`src/design/stpg_defines.svh`:
```
// Offsets, field positions, reset values and timing counts of the guard.
// Included by the guard module only; definitions only.
`ifndef STPG_DEFINES_SVH
`define STPG_DEFINES_SVH

`define STPG_ADDR_W 8
`define STPG_OFF_TO_CTL 8'h00
`define STPG_OFF_TO_STS 8'h04
`define STPG_OFF_TO_CNT 8'h08
`define STPG_OFF_TO_RPT 8'h0c
`define STPG_OFF_PAR_CTL 8'h10
`define STPG_OFF_PAR_STS 8'h14
`define STPG_OFF_PAR_CNT 8'h18
`define STPG_OFF_PAR_RPT 8'h1c
`define STPG_OFF_ERR_EN 8'h20

`define STPG_PAR_CTL_DIS 0
`define STPG_PAR_CTL_INJ 1
`define STPG_PAR_CTL_LEN_LO 16
`define STPG_LEN_W 10

`define STPG_ERR_EN_SERR 0
`define STPG_ERR_EN_COR 1
`define STPG_ERR_EN_NF 2
`define STPG_ERR_EN_FATAL 3
`define STPG_ERR_EN_UR 4

`define STPG_TO_RPT_RESET 8'h82
`define STPG_PAR_RPT_RESET 2'h2

`define STPG_AGE_LIMIT_S 64
`define STPG_CLK_HZ 250000000
`define STPG_TICK_CYCLES (`STPG_CLK_HZ * 1)

`endif

```
`src/design/stpg_pkg.sv`:
```
// Types shared by the time-out and parity guard.
// Assumes nothing of its surroundings.
package stpg_pkg;
	typedef enum logic [1:0] {TLP_POSTED, TLP_NONPOSTED, TLP_COMPLETION, TLP_INSERTED} stpg_tlp_e;
	typedef enum logic [1:0] {RPT_NONE, RPT_COR, RPT_NONFATAL, RPT_FATAL} stpg_report_e;
endpackage

```
`src/design/stpg_guard.sv`:
```
// Per-port time-out discard and end-to-end dword parity guard.
// Assumes one core clock, a register port from the switch core, and queues
// that pop their head in the cycle headDrop is high.
`timescale 1ns/1ps
`default_nettype none
`include "stpg_defines.svh"

// Contract
// - Drop a queue-head packet older than 64 seconds.
// - Discard by age applies to posted, non-posted, completion and inserted packets.
// - Discard active after reset; control bit turns it off.
// - Each discard sets the status bit of the packet's type.
// - Each discard bumps a per-type saturating counter; a read clears it.
// - Per-type report field picks message; enables mask it.
// - One message per status rise; none again until cleared and set.
// - Reset policy: posted and inserted nonfatal; others unreported.
// - Time-out during broadcast aborts that packet.
// - Ingress checks link CRC and computes dword even parity.
// - Parity updated incrementally on changes, never regenerated.
// - Egress checks parity alongside outgoing link CRC.
// - Parity error nullifies packet: inverted CRC, ended bad; partner discards.
// - Parity error sets status bit and bumps read-clear saturating counter.
// - Packet memories keep dword parity; errors flow to end-to-end check.
// - Parity report field; message on status rise only.
// - Disable bit stops parity checking; generation always on.
// - Inject bit and matching length invert parity of every dword.
// - Non-matching lengths keep correct parity while injecting.
// - After reset, checking on and errors reported nonfatal.
// - Self-made packets get parity while generated.
// - Consumed packets are checked; bad ones discarded and reported.
module stpg_guard #(
	parameter int unsigned TICK_CYCLES = `STPG_TICK_CYCLES,
	parameter int unsigned CNT_W = 8
) (
	// Clock and reset
	input wire logic clk_sys,
	input wire logic reset_n,
	// Register port
	input wire logic [`STPG_ADDR_W-1:0] regAddr,
	input wire logic [31:0] regWrData,
	input wire logic regWrite,
	input wire logic regRead,
	output logic [31:0] regRdData,
	// Ingress queue head
	input wire logic headValid,
	input wire stpg_pkg::stpg_tlp_e headType,
	input wire logic [7:0] headStamp,
	input wire logic headBroadcast,
	output logic [7:0] nowSeconds,
	output logic headDrop,
	output logic headAbort,
	// Ingress data link dwords
	input wire logic inValid,
	input wire logic [31:0] inData,
	input wire logic [`STPG_LEN_W-1:0] inLen,
	input wire logic inLast,
	input wire logic inCrcOk,
	output logic inOutValid,
	output logic [31:0] inOutData,
	output logic inOutPar,
	output logic inRetry,
	// Self-generated dwords
	input wire logic genValid,
	input wire logic [31:0] genData,
	output logic genPar,
	// In-switch dword modification
	input wire logic modValid,
	input wire logic [31:0] modOldData,
	input wire logic [31:0] modNewData,
	input wire logic modOldPar,
	output logic modNewPar,
	// Egress data link dwords
	input wire logic egValid,
	input wire logic [31:0] egData,
	input wire logic egPar,
	input wire logic egLast,
	input wire logic [31:0] egLcrc,
	output logic egOutValid,
	output logic [31:0] egOutData,
	output logic egOutLast,
	output logic [31:0] egOutLcrc,
	output logic egOutNullify,
	// Consumed dwords
	input wire logic conValid,
	input wire logic [31:0] conData,
	input wire logic conPar,
	input wire logic conLast,
	output logic conDiscard,
	// Error messages
	output logic msgValid,
	output stpg_pkg::stpg_report_e msgKind
);
	import stpg_pkg::*;

	localparam int unsigned TICK_W = $clog2(TICK_CYCLES + 1);
	localparam logic [CNT_W-1:0] CNT_MAX = '1;
	if (TICK_CYCLES < 1 || CNT_W < 1 || CNT_W > 8) begin : g_bad_params
		$error("stpg_guard: unsupported parameter values");
	end
	function automatic logic evenPar(input logic [31:0] d);
		return ^d;
	endfunction

	function automatic logic [CNT_W-1:0] satNext(input logic [CNT_W-1:0] cur, input logic inc,
			input logic clr);
		if (clr) begin
			return inc ? CNT_W'(1) : '0;
		end else if (inc && cur != CNT_MAX) begin
			return cur + CNT_W'(1);
		end
		return cur;
	endfunction

	function automatic logic allowed(input stpg_report_e k, input logic [4:0] en);
		case (k)
			RPT_COR: return en[`STPG_ERR_EN_COR];
			RPT_NONFATAL: return en[`STPG_ERR_EN_NF] | en[`STPG_ERR_EN_SERR];
			RPT_FATAL: return en[`STPG_ERR_EN_FATAL] | en[`STPG_ERR_EN_SERR];
			default: return 1'b0;
		endcase
	endfunction

	// Software state
	logic toDisable;
	logic [3:0] toStatus;
	logic [CNT_W-1:0] toCount [4];
	logic [7:0] toReport;
	logic parDisable;
	logic parInject;
	logic [`STPG_LEN_W-1:0] parLen;
	logic parStatus;
	logic [CNT_W-1:0] parCount;
	logic [1:0] parReport;
	logic [4:0] errEnable;

	logic wrHit [9];
	logic rdHit [9];
	always_comb begin
		for (int i = 0; i < 9; i++) begin
			wrHit[i] = regWrite && regAddr == `STPG_ADDR_W'(`STPG_OFF_TO_CTL + 4 * i);
			rdHit[i] = regRead && regAddr == `STPG_ADDR_W'(`STPG_OFF_TO_CTL + 4 * i);
		end
	end
	always_ff @(posedge clk_sys) begin
		if (!reset_n) begin
			toDisable <= 1'b0;
			toReport <= `STPG_TO_RPT_RESET;
			parDisable <= 1'b0;
			parInject <= 1'b0;
			parLen <= '0;
			parReport <= `STPG_PAR_RPT_RESET;
			errEnable <= '0;
		end else begin
			if (wrHit[0]) begin
				toDisable <= regWrData[0];
			end
			if (wrHit[3]) begin
				toReport <= regWrData[7:0];
			end
			if (wrHit[4]) begin
				parDisable <= regWrData[`STPG_PAR_CTL_DIS];
				parInject <= regWrData[`STPG_PAR_CTL_INJ];
				parLen <= regWrData[`STPG_PAR_CTL_LEN_LO +: `STPG_LEN_W];
			end
			if (wrHit[7]) begin
				parReport <= regWrData[1:0];
			end
			if (wrHit[8]) begin
				errEnable <= regWrData[4:0];
			end
		end
	end

	// Seconds time base for age stamps
	logic [TICK_W-1:0] tickCnt;
	always_ff @(posedge clk_sys) begin
		if (!reset_n) begin
			tickCnt <= '0;
			nowSeconds <= '0;
		end else if (tickCnt == TICK_W'(TICK_CYCLES - 1)) begin
			tickCnt <= '0;
			nowSeconds <= nowSeconds + 8'h01;
		end else begin
			tickCnt <= tickCnt + TICK_W'(1);
		end
	end

	// Age discard at queue head
	logic [7:0] headAge;
	logic dropNow;
	logic [3:0] toSet;
	assign headAge = nowSeconds - headStamp;
	assign dropNow = headValid && !toDisable && !headDrop
			&& headAge > 8'(`STPG_AGE_LIMIT_S);
	always_comb begin
		toSet = '0;
		toSet[headType] = dropNow;
	end

	always_ff @(posedge clk_sys) begin
		if (!reset_n) begin
			headDrop <= 1'b0;
			headAbort <= 1'b0;
		end else begin
			headDrop <= dropNow;
			headAbort <= dropNow && headBroadcast;
		end
	end

	// Ingress parity generation with test injection
	logic injectHit;
	assign injectHit = parInject && inLen == parLen;
	always_ff @(posedge clk_sys) begin
		if (!reset_n) begin
			inOutValid <= 1'b0;
			inOutData <= '0;
			inOutPar <= 1'b0;
			inRetry <= 1'b0;
			genPar <= 1'b0;
			modNewPar <= 1'b0;
		end else begin
			inOutValid <= inValid;
			inOutData <= inData;
			inOutPar <= evenPar(inData) ^ injectHit;
			inRetry <= inValid && inLast && !inCrcOk;
			if (genValid) begin
				genPar <= evenPar(genData);
			end
			if (modValid) begin
				modNewPar <= modOldPar ^ evenPar(modOldData) ^ evenPar(modNewData);
			end
		end
	end

	// Egress check and nullify; memory parity errors arrive here unchanged
	logic egBad;
	logic egPktErr;
	logic egPktBad;
	assign egBad = egValid && !parDisable && (egPar != evenPar(egData));
	assign egPktBad = egValid && egLast && (egPktErr || egBad);
	always_ff @(posedge clk_sys) begin
		if (!reset_n) begin
			egPktErr <= 1'b0;
			egOutValid <= 1'b0;
			egOutData <= '0;
			egOutLast <= 1'b0;
			egOutLcrc <= '0;
			egOutNullify <= 1'b0;
		end else begin
			egPktErr <= egValid ? (!egLast && (egPktErr || egBad)) : egPktErr;
			egOutValid <= egValid;
			egOutData <= egData;
			egOutLast <= egValid && egLast;
			egOutLcrc <= egPktBad ? ~egLcrc : egLcrc;
			egOutNullify <= egPktBad;
		end
	end

	// Consumed packet check
	logic conBad;
	logic conPktErr;
	logic conPktBad;
	assign conBad = conValid && !parDisable && (conPar != evenPar(conData));
	assign conPktBad = conValid && conLast && (conPktErr || conBad);
	always_ff @(posedge clk_sys) begin
		if (!reset_n) begin
			conPktErr <= 1'b0;
			conDiscard <= 1'b0;
		end else begin
			conPktErr <= conValid ? (!conLast && (conPktErr || conBad)) : conPktErr;
			conDiscard <= conPktBad;
		end
	end

	// Status, counters and message raising
	logic parSet;
	logic [3:0] toClr;
	logic parClr;
	logic [4:0] rise;
	assign parSet = egPktBad || conPktBad;
	assign toClr = wrHit[1] ? regWrData[3:0] : 4'h0;
	assign parClr = wrHit[5] && regWrData[0];
	assign rise[3:0] = toSet & ~(toStatus & ~toClr);
	assign rise[4] = parSet && !(parStatus && !parClr);

	always_ff @(posedge clk_sys) begin
		if (!reset_n) begin
			toStatus <= '0;
			parStatus <= 1'b0;
			parCount <= '0;
			for (int i = 0; i < 4; i++) begin
				toCount[i] <= '0;
			end
		end else begin
			toStatus <= (toStatus & ~toClr) | toSet;
			parStatus <= (parStatus && !parClr) || parSet;
			parCount <= satNext(parCount, parSet, rdHit[6]);
			for (int i = 0; i < 4; i++) begin
				toCount[i] <= satNext(toCount[i], toSet[i], rdHit[2]);
			end
		end
	end

	logic [4:0] pend;
	logic [4:0] next_pend;
	logic [4:0] grant;
	stpg_report_e kindOf [5];
	always_comb begin
		for (int i = 0; i < 4; i++) begin
			kindOf[i] = stpg_report_e'(toReport[2*i +: 2]);
		end
		kindOf[4] = stpg_report_e'(parReport);
		grant = '0;
		for (int i = 4; i >= 0; i--) begin
			if (pend[i]) begin
				grant = 5'h0;
				grant[i] = 1'b1;
			end
		end
		next_pend = pend & ~grant;
		for (int i = 0; i < 5; i++) begin
			if (rise[i] && allowed(kindOf[i], errEnable)) begin
				next_pend[i] = 1'b1;
			end
		end
	end

	always_ff @(posedge clk_sys) begin
		if (!reset_n) begin
			pend <= '0;
			msgValid <= 1'b0;
			msgKind <= RPT_NONE;
		end else begin
			pend <= next_pend;
			msgValid <= |grant;
			msgKind <= RPT_NONE;
			for (int i = 0; i < 5; i++) begin
				if (grant[i]) begin
					msgKind <= kindOf[i];
				end
			end
		end
	end

	// Read data, valid only in the cycle after the strobe
	always_ff @(posedge clk_sys) begin
		if (!reset_n || !regRead) begin
			regRdData <= '0;
		end else begin
			case (regAddr)
				`STPG_OFF_TO_CTL: regRdData <= {31'h0, toDisable};
				`STPG_OFF_TO_STS: regRdData <= {28'h0, toStatus};
				`STPG_OFF_TO_CNT: regRdData <= {8'(toCount[3]), 8'(toCount[2]), 8'(toCount[1]),
						8'(toCount[0])};
				`STPG_OFF_TO_RPT: regRdData <= {24'h0, toReport};
				`STPG_OFF_PAR_CTL: regRdData <= {6'h0, parLen, 14'h0, parInject, parDisable};
				`STPG_OFF_PAR_STS: regRdData <= {31'h0, parStatus};
				`STPG_OFF_PAR_CNT: regRdData <= {24'h0, 8'(parCount)};
				`STPG_OFF_PAR_RPT: regRdData <= {30'h0, parReport};
				`STPG_OFF_ERR_EN: regRdData <= {27'h0, errEnable};
				default: regRdData <= 32'h0;
			endcase
		end
	end
endmodule
`default_nettype wire

```
`config.mk`:
```
export PLATFORM = sky130hd
export DESIGN_NAME = stpg_guard
export DESIGN_NICKNAME = d
export VERILOG_FILES = /design/src/design/stpg_pkg.sv /design/src/design/stpg_guard.sv
export VERILOG_INCLUDE_DIRS = /design/src /design/src/design
export SDC_FILE = /design/constraint.sdc
export NUM_CORES = 1
export LEC_CHECK = 0
export ABC_AREA = 1
export BUFFER_PORTS_ARGS = -buffer_cell sky130_fd_sc_hd__buf_2
export CAP_MARGIN = 20
export CORE_AREA = 2 2 177 179
export CTS_CLUSTER_DIAMETER = 150
export DETAILED_ROUTE_END_ITERATION = 10
export DIE_AREA = 0 0 179 181
export GPL_TIMING_DRIVEN = 0
export PLACE_DENSITY = 0.7
export RECOVER_POWER = 100
export SYNTH_ARGS = -nofsm -noshare
export SYNTH_HDL_FRONTEND = slang
export SYNTH_SLANG_ARGS = --single-unit
export TNS_END_PERCENT = 50
```
`constraint.sdc`:
```
create_clock -name clk_sys -period 4.3 [get_ports clk_sys]
set_input_delay 0.215 -clock clk_sys [delete_from_list [all_inputs] [get_ports clk_sys]]
set_output_delay 0.215 -clock clk_sys [all_outputs]
set_load 0.01 [all_outputs]
```
==> results of run 1 <==
-- repair_timing --
action,CTS,global route
hold endpoints to repair,126,0
hold buffers,124,0
resized for setup,0,0
setup buffers,0,0
-- state kept, by name, indices dropped and copies added (netlist names), 2 cells and up --
| name | flops |
|---|---|
| nowSeconds | 8 |
| toStatus | 4 |
| toCount | 32 |
| toReport | 8 |
| msgKind | 2 |
| egOutLcrc | 32 |
| parLen | 10 |
| tickCnt | 28 |
| egOutData | 32 |
| regRdData | 32 |
| errEnable | 5 |
| inOutData | 32 |
| parCount | 8 |
| pend | 5 |
| parReport | 2 |
-- where the power goes --
part           switching [uW]  internal (uW)
logic                     657            522
registers                32.9           2470
clock network            1020           1470
total                    1710           4470
-- cell usage after synthesis (4+ instances only) --
cell type  number
dfxtp_1       258
nand2_1       566
clkbuf_1       27
nand3_1        75
o21ai_1        19
inv_1         273
o22ai_1         6
buf_2           8
nor4_1          7
nor2_2          8
nand4_1        15
nor3b_1         6
a311oi_1        4
nand2_2         5
o21ai_0        87
or2_2           4
xor2_1         49
a31oi_1        13
xnor2_1       105
a21oi_1       119
ha_1           14
a221oi_1        6
nor2_1        129
nor3_1         36
-- logic make-up (layout without fill, tap and decap cells) --
logic type	count (synthesis)	in the layout	synth area share
buffers and inverters	318	932	0.0945
AND/OR/NAND/NOR	867	867	0.278
XOR/XNOR	154	154	0.103
other	0	8	0
flip-flops	258	258	0.396
AO/OA/AOI/OAI	270	270	0.113
adder cells (fa/ha/maj)	15	15	0.0150
-- cell type report --
type,count,share of cell area
inverter,278,0.0592
timing repair buffer,560,0.183
multi-input combinational,1306,0.371
buffer,40,0.00873
tap,396,0.0281
antenna,8,0.00114
sequential,258,0.293
clock inverter,10,0.00518
clock buffer,44,0.0501
-- metrics by stage --
stage / hold WS [ns] / std cells / area, um^2 / power, uW / setup WS, ns
2_1_floorplan: 0.287 / 1882 / 13000 / 3230 / 1.98
3_3_place_gp: 0.370 / 2714 / 15700 / 3630 / 1.60
3_5_place_dp: 0.375 / 2714 / 15700 / 3660 / 1.56
4_1_cts: 0.000553 / 2892 / 17900 / 6240 / 1.47
5_1_grt: 0.0403 / 2899 / 17600 / 6440 / 0.851
6_report: 0.0206 / 2900 / 17600 / 6180 / 1.18
-- critical path: cells and delay by family, from the launching register on --
kind	cells	cell delay (ns)
AND/OR/NAND/NOR	7	1.46
adder cells (fa/ha/maj)	2	0.54
AO/OA/AOI/OAI	3	0.40
flip-flops	1	0.34
buffers and inverters	2	0.15
XOR/XNOR	1	0.14
-- how the worst max path moves through the flow --
| stage | slack, ns | startpoint | cells past startpoint | end |
|---|---|---|---|---|
| floorplan | 1.98 | nowSeconds[0]$_SDFFE_PN0P_ | 16 | toCount[3][2]$_SDFFE_PN0P_ |
| global placement | 1.60 | nowSeconds[0]$_SDFFE_PN0P_ | 17 | pend[1]$_SDFF_PN0_ |
| detailed placement | 1.56 | nowSeconds[0]$_SDFFE_PN0P_ | 17 | pend[1]$_SDFF_PN0_ |
| CTS | 1.47 | nowSeconds[0]$_SDFFE_PN0P_ | 17 | pend[1]$_SDFF_PN0_ |
| global route | 0.85 | nowSeconds[2]$_SDFFE_PN0P_ | 12 | pend[3]$_SDFF_PN0_ |
| finish | 1.18 | nowSeconds[0]$_SDFFE_PN0P_ | 15 | pend[3]$_SDFF_PN0_ |
-- layer usage --
layer	routed length (um)	vias to the layer above
met3	2820	126
met5	0	-
met1	17500	6457
li1	-	7106
met4	1900	0
met2	21500	500
==> impl_metrics.ini, run 1 <==
[sta]
finalHoldViolCount = 0
worst_pin_slew_ns = 1.77
setup_tns_ns = 0
rsz0062_at_grt = no
min_period_over_period = 0.726
relSlewSlack = -0.192
slew_violations = 7
final-setup-viol-count = 0
skew_ns = 0.0265
post-route-min-period_ns = 3.12
fmax_mhz = 320

[drt]
num_vias = 14200
drt-initial-drc-count = 862
drt-pass1-iter-count = 7
wirelength_mm = 43.8
via_per_inst = 4.89
drt.antenna.violating_nets = 0
drc = 0
wire_per_inst_um = 15.1

[min_path]
worstHoldPathCells = 4
hp-start = regWrite
hold_path_class = primary input to register
min_to = toStatus[3]$_SDFF_PN0_

[critical_path]
worstPathRequired_ns = 4.77
crit_path_cell_trace = inv_1 > ha_1 > inv_1 > fa_1 > nand3_1 > nand2_1 > a21oi_1 > o21ai_1 > xor2_1 > nand2_1 > nand2_1 > nand2_1 > nor2_1 > nand3_1 > a21oi_1
cp_data_arrival_time_ns = 3.59
r2r-end = pend[3]$_SDFF_PN0_
end_kind = register
critical_path.most_common_cell = nand2_1
startpoint_type = register
r2r_start = nowSeconds[0]$_SDFFE_PN0P_
critPathKind = register to register
reg2regPathDepth = 15
critPathMaxStageDelay_ns = 0.54
rrSetupSlack_ns = 1.18
cp_max_fo = 8
slowest_stage = nor2_1

[global_route]
gr-usage-all-layers = 0.261
antenna_found_initial = 9
grt_max_degree = 16
grt_pass1_vias = 13600
grt_use_met3 = 0.0425
grt-busiest-layer = met2
grt.met2_usage = 0.464
grt_overflow = 0
grt_pass1_wl_mm = 67.7
use_met1 = 0.309

[floorplan]
start_util = 0.430
rows = 64
die_y_um = 181
die_area_mm2 = 0.0324
die_x_um = 179
pin_count = 452
coreArea_mm2 = 0.0303

[clocking]
clkSinkCount = 258
numCtsBuffers = 30
cts_root_buf = clkbuf_16
insertion_delay_ns = 0.57
cts_tree = done
cts_buffer_depth = 3
h-tree-depth = 1
clk_pin_slew_ns = 0.06

[placement]
hpwlAfterDp_mm = 33.4
place_congestion = 0.979
io_buffer_count = 436

[layout]
nNetsFinal = 2791
fillers = 2905
mostFrequentLayoutCells = nand2_1 (573), buf_2 (286), inv_1 (273), dfxtp_1 (258), clkbuf_1 (196)
drive_above_1_share = 0.140
final_common_cell = nand2_1
final_util = 0.581
seq_area_mm2 = 0.00516
area_growth_pct = 35.3
multi_input_area_mm2 = 0.00655

[yosys]
synth_edf_count = 0
syn_nets = 2199
syn_inst = 1882
ys_types = 48
netlist_area_mm2 = 0.0130
synth_top_area_cell = dfxtp_1
async_flop_share = 0
synthFlopType = dfxtp_1
ys_seq_area_frac = 0.396
synth_warnings = 0
synth_area_leaders = dfxtp_1 (40%), nand2_1 (16%), inv_1 (7.9%)
synth.ff_latch_count = 258
synth_top_cell_area_share = 0.396
syn_area_per_cell_um2 = 6.93

[run_status]
status = finished with violations
violations = capacitance limit, slew limit

[power_and_ir_drop]
peakVddDrop_mv = 0.322
power_density_mw_per_mm2 = 350
p_leak_uw = 0.00847

[job]
maxCapViolCount = 1
No activity file was read; power rests on OpenSTA's default activity.
==> inputs of run 2 (changes only) <==
Settings changed: ABC_AREA 1 to 0, CORE_AREA 2 2 177 179 to 2 2 176 178, DIE_AREA 0 0 179 181 to 0 0 178 180, PLACE_DENSITY 0.7 to 0.69.
Clock period 4.3 ns to 2.79 ns, I/O delays scaled along.
==> impl_metrics.ini, run 2 <==
[yosys]
synth.ff_latch_count = 258
synth_top_cell_area_share = 0.435
syn_area_per_cell_um2 = 9.29
ys_seq_area_frac = 0.435
syn_nets = 1596
synthFlopType = dfxtp_1
netlist_area_mm2 = 0.0119
synth_warnings = 0
ys_types = 62
yosysMostFrequentCell = dfxtp_1
synth_edf_count = 0
synth_top_area_cell = dfxtp_1
async_flop_share = 0
synth_top_cells_by_count = dfxtp_1 (258), xnor2_1 (201), and2_1 (126)
synth_area_leaders = dfxtp_1 (43%), xnor2_1 (15%), and2_1 (6.6%)
syn_inst = 1279

[sta]
holdWs_ns = 0.0408
rsz0062_at_grt = yes
skew_ns = 0.00958
worst_pin_slew_ns = 0.760
finalHoldViolCount = 0
min_period_over_period = 1.01
relSlewSlack = 0.493
post-route-min-period_ns = 2.81
fmax_mhz = 356
final-setup-viol-count = 1
slew_violations = 0
worst_slack_ns = -0.0151

[drt]
drt-initial-drc-count = 520
drt.antenna.violating_nets = 0
drt-pass1-iter-count = 5
top_layer = met4
met3WireLength_mm = 2.74
num_vias = 11300
wl_met2_mm = 19.0
drc = 0
wire_per_inst_um = 16.9
wirelength_mm = 38.9
m1WireLength_mm = 15.7
via_per_inst = 4.89

[floorplan]
die_area_mm2 = 0.0320
die_y_um = 180
coreArea_mm2 = 0.0302
die_x_um = 178
rows = 64
pin_count = 452
start_util = 0.394

[global_route]
grt_pass1_wl_mm = 59.6
gr-usage-all-layers = 0.236
grt_max_degree = 15
grt_pass1_vias = 11300
antenna_found_initial = 6
grt_overflow = 0

[clocking]
insertion_delay_ns = 0.55
h-tree-depth = 1
clk_pin_slew_ns = 0.06
numCtsBuffers = 29
cts_root_buf = clkbuf_16
cts_buffer_depth = 3
cts_tree = done
clkSinkCount = 258

[placement]
place_ws_ns = -0.620
io_buffer_count = 437
place_congestion = 0.941
post_dp_cell_area_mm2 = 0.0146
hpwlAfterDp_mm = 28.8

[power_and_ir_drop]
fin_total_pwr_uw = 10500
peakVddDrop_mv = 0.493
p_leak_uw = 0.00673
power_density_mw_per_mm2 = 619

[critical_path]
end_kind = register
critPathKind = register to register
startpoint = nowSeconds[0]$_SDFFE_PN0P_
startpoint_type = register
worstPathRequired_ns = 3.27
r2r_start = nowSeconds[0]$_SDFFE_PN0P_
cp_max_fo = 6
cp_data_arrival_time_ns = 3.28

[layout]
nNetsFinal = 2202
drive_above_1_share = 0.205
final_util = 0.563
final_cell_area_mm2 = 0.0170
mostFrequentLayoutCells = buf_2 (283), dfxtp_1 (255), xnor2_1 (201), clkbuf_1 (198), dlygate4sd3_1 (127)
final_common_cell = buf_2
area_growth_pct = 43.0

[run_status]
violations = setup timing
status = finished with violations

[job]
maxCapViolCount = 0

[min_path]
hold_path_class = primary input to register
hp-start = headType[1]
run 2: through the flow:
step | setup TNS [ns] | cells
2_1_floorplan | 0 | 1279
3_3_place_gp | -16.40 | 2112
3_5_place_dp | -19.75 | 2112
4_1_cts | -0.0870 | 2301
5_1_grt | -4.08 | 2306
6_report | -0.0151 | 2308
run 2: worst paths after layout:
kind              cells past startpoint                          to  slack [ns]
setup / recovery                     15  toCount[3][6]$_SDFFE_PN0P_       -0.02
hold / removal                        4          pend[0]$_SDFF_PN0_        0.04
setup reg to reg                     15  toCount[3][6]$_SDFFE_PN0P_       -0.02
hold reg to reg                       1       tickCnt[0]$_SDFF_PP0_        0.45
run 2: critical path, cell delays in order (launching register included):
cell and delay (ns):
dfxtp_4 0.35, inv_2 0.06, ha_4 0.13, buf_4 0.11, nor2b_4 0.03, o21ai_1 0.19
a21boi_2 0.09, o21a_1 0.22, o21a_1 0.19, o211ai_1 0.26, a211oi_4 0.10, buf_6 0.14
or2_4 0.27, buf_8 0.15, or3_4 0.32, a21oi_2 0.11
run 2: cells by family (layout without fill, tap and decap cells):
group	after synthesis	after routing	share of synthesized area
AO/OA/AOI/OAI	152	152	0.0868
XOR/XNOR	283	283	0.211
adder cells (fa/ha/maj)	15	15	0.0164
buffers and inverters	63	691	0.0216
flip-flops	258	258	0.435
multiplexers	15	15	0.0132
other	0	5	0
AND/OR/NAND/NOR	493	493	0.216
run 2: area by class of cell:
type                            instances  area (um^2)
Antenna cell                            5         12.5
Buffer                                 46          203
Clock buffer                           40          807
Clock inverter                         13          183
Fill cell                            2662        13200
Inverter                               17         63.8
Multi-Input combinational cell        958         6680
Sequential cell                       258         5170
Tap cell                              396          495
Timing Repair Buffer                  575         3370
run 2: what timing repair did:
action,4_1_cts,5_1_grt
pin swaps,11,17
endpoints found under the hold margin,134,0
setup endpoints to repair,42,50
setup buffers,10,2
hold buffers,127,0
gates resized for setup,26,28
cloned,0,1
run 2: power by group:
group / switching (uW) / internal, uW
clock network: 1580 / 2400
logic: 1280 / 1220
registers: 102 / 3930
run 2: layer usage:
layer	global-route usage	vias to the layer above
met3	0.0476	96
met1	0.286	5279
met4	0.0990	0
met2	0.405	420
li1	-	5496
met5	0	-
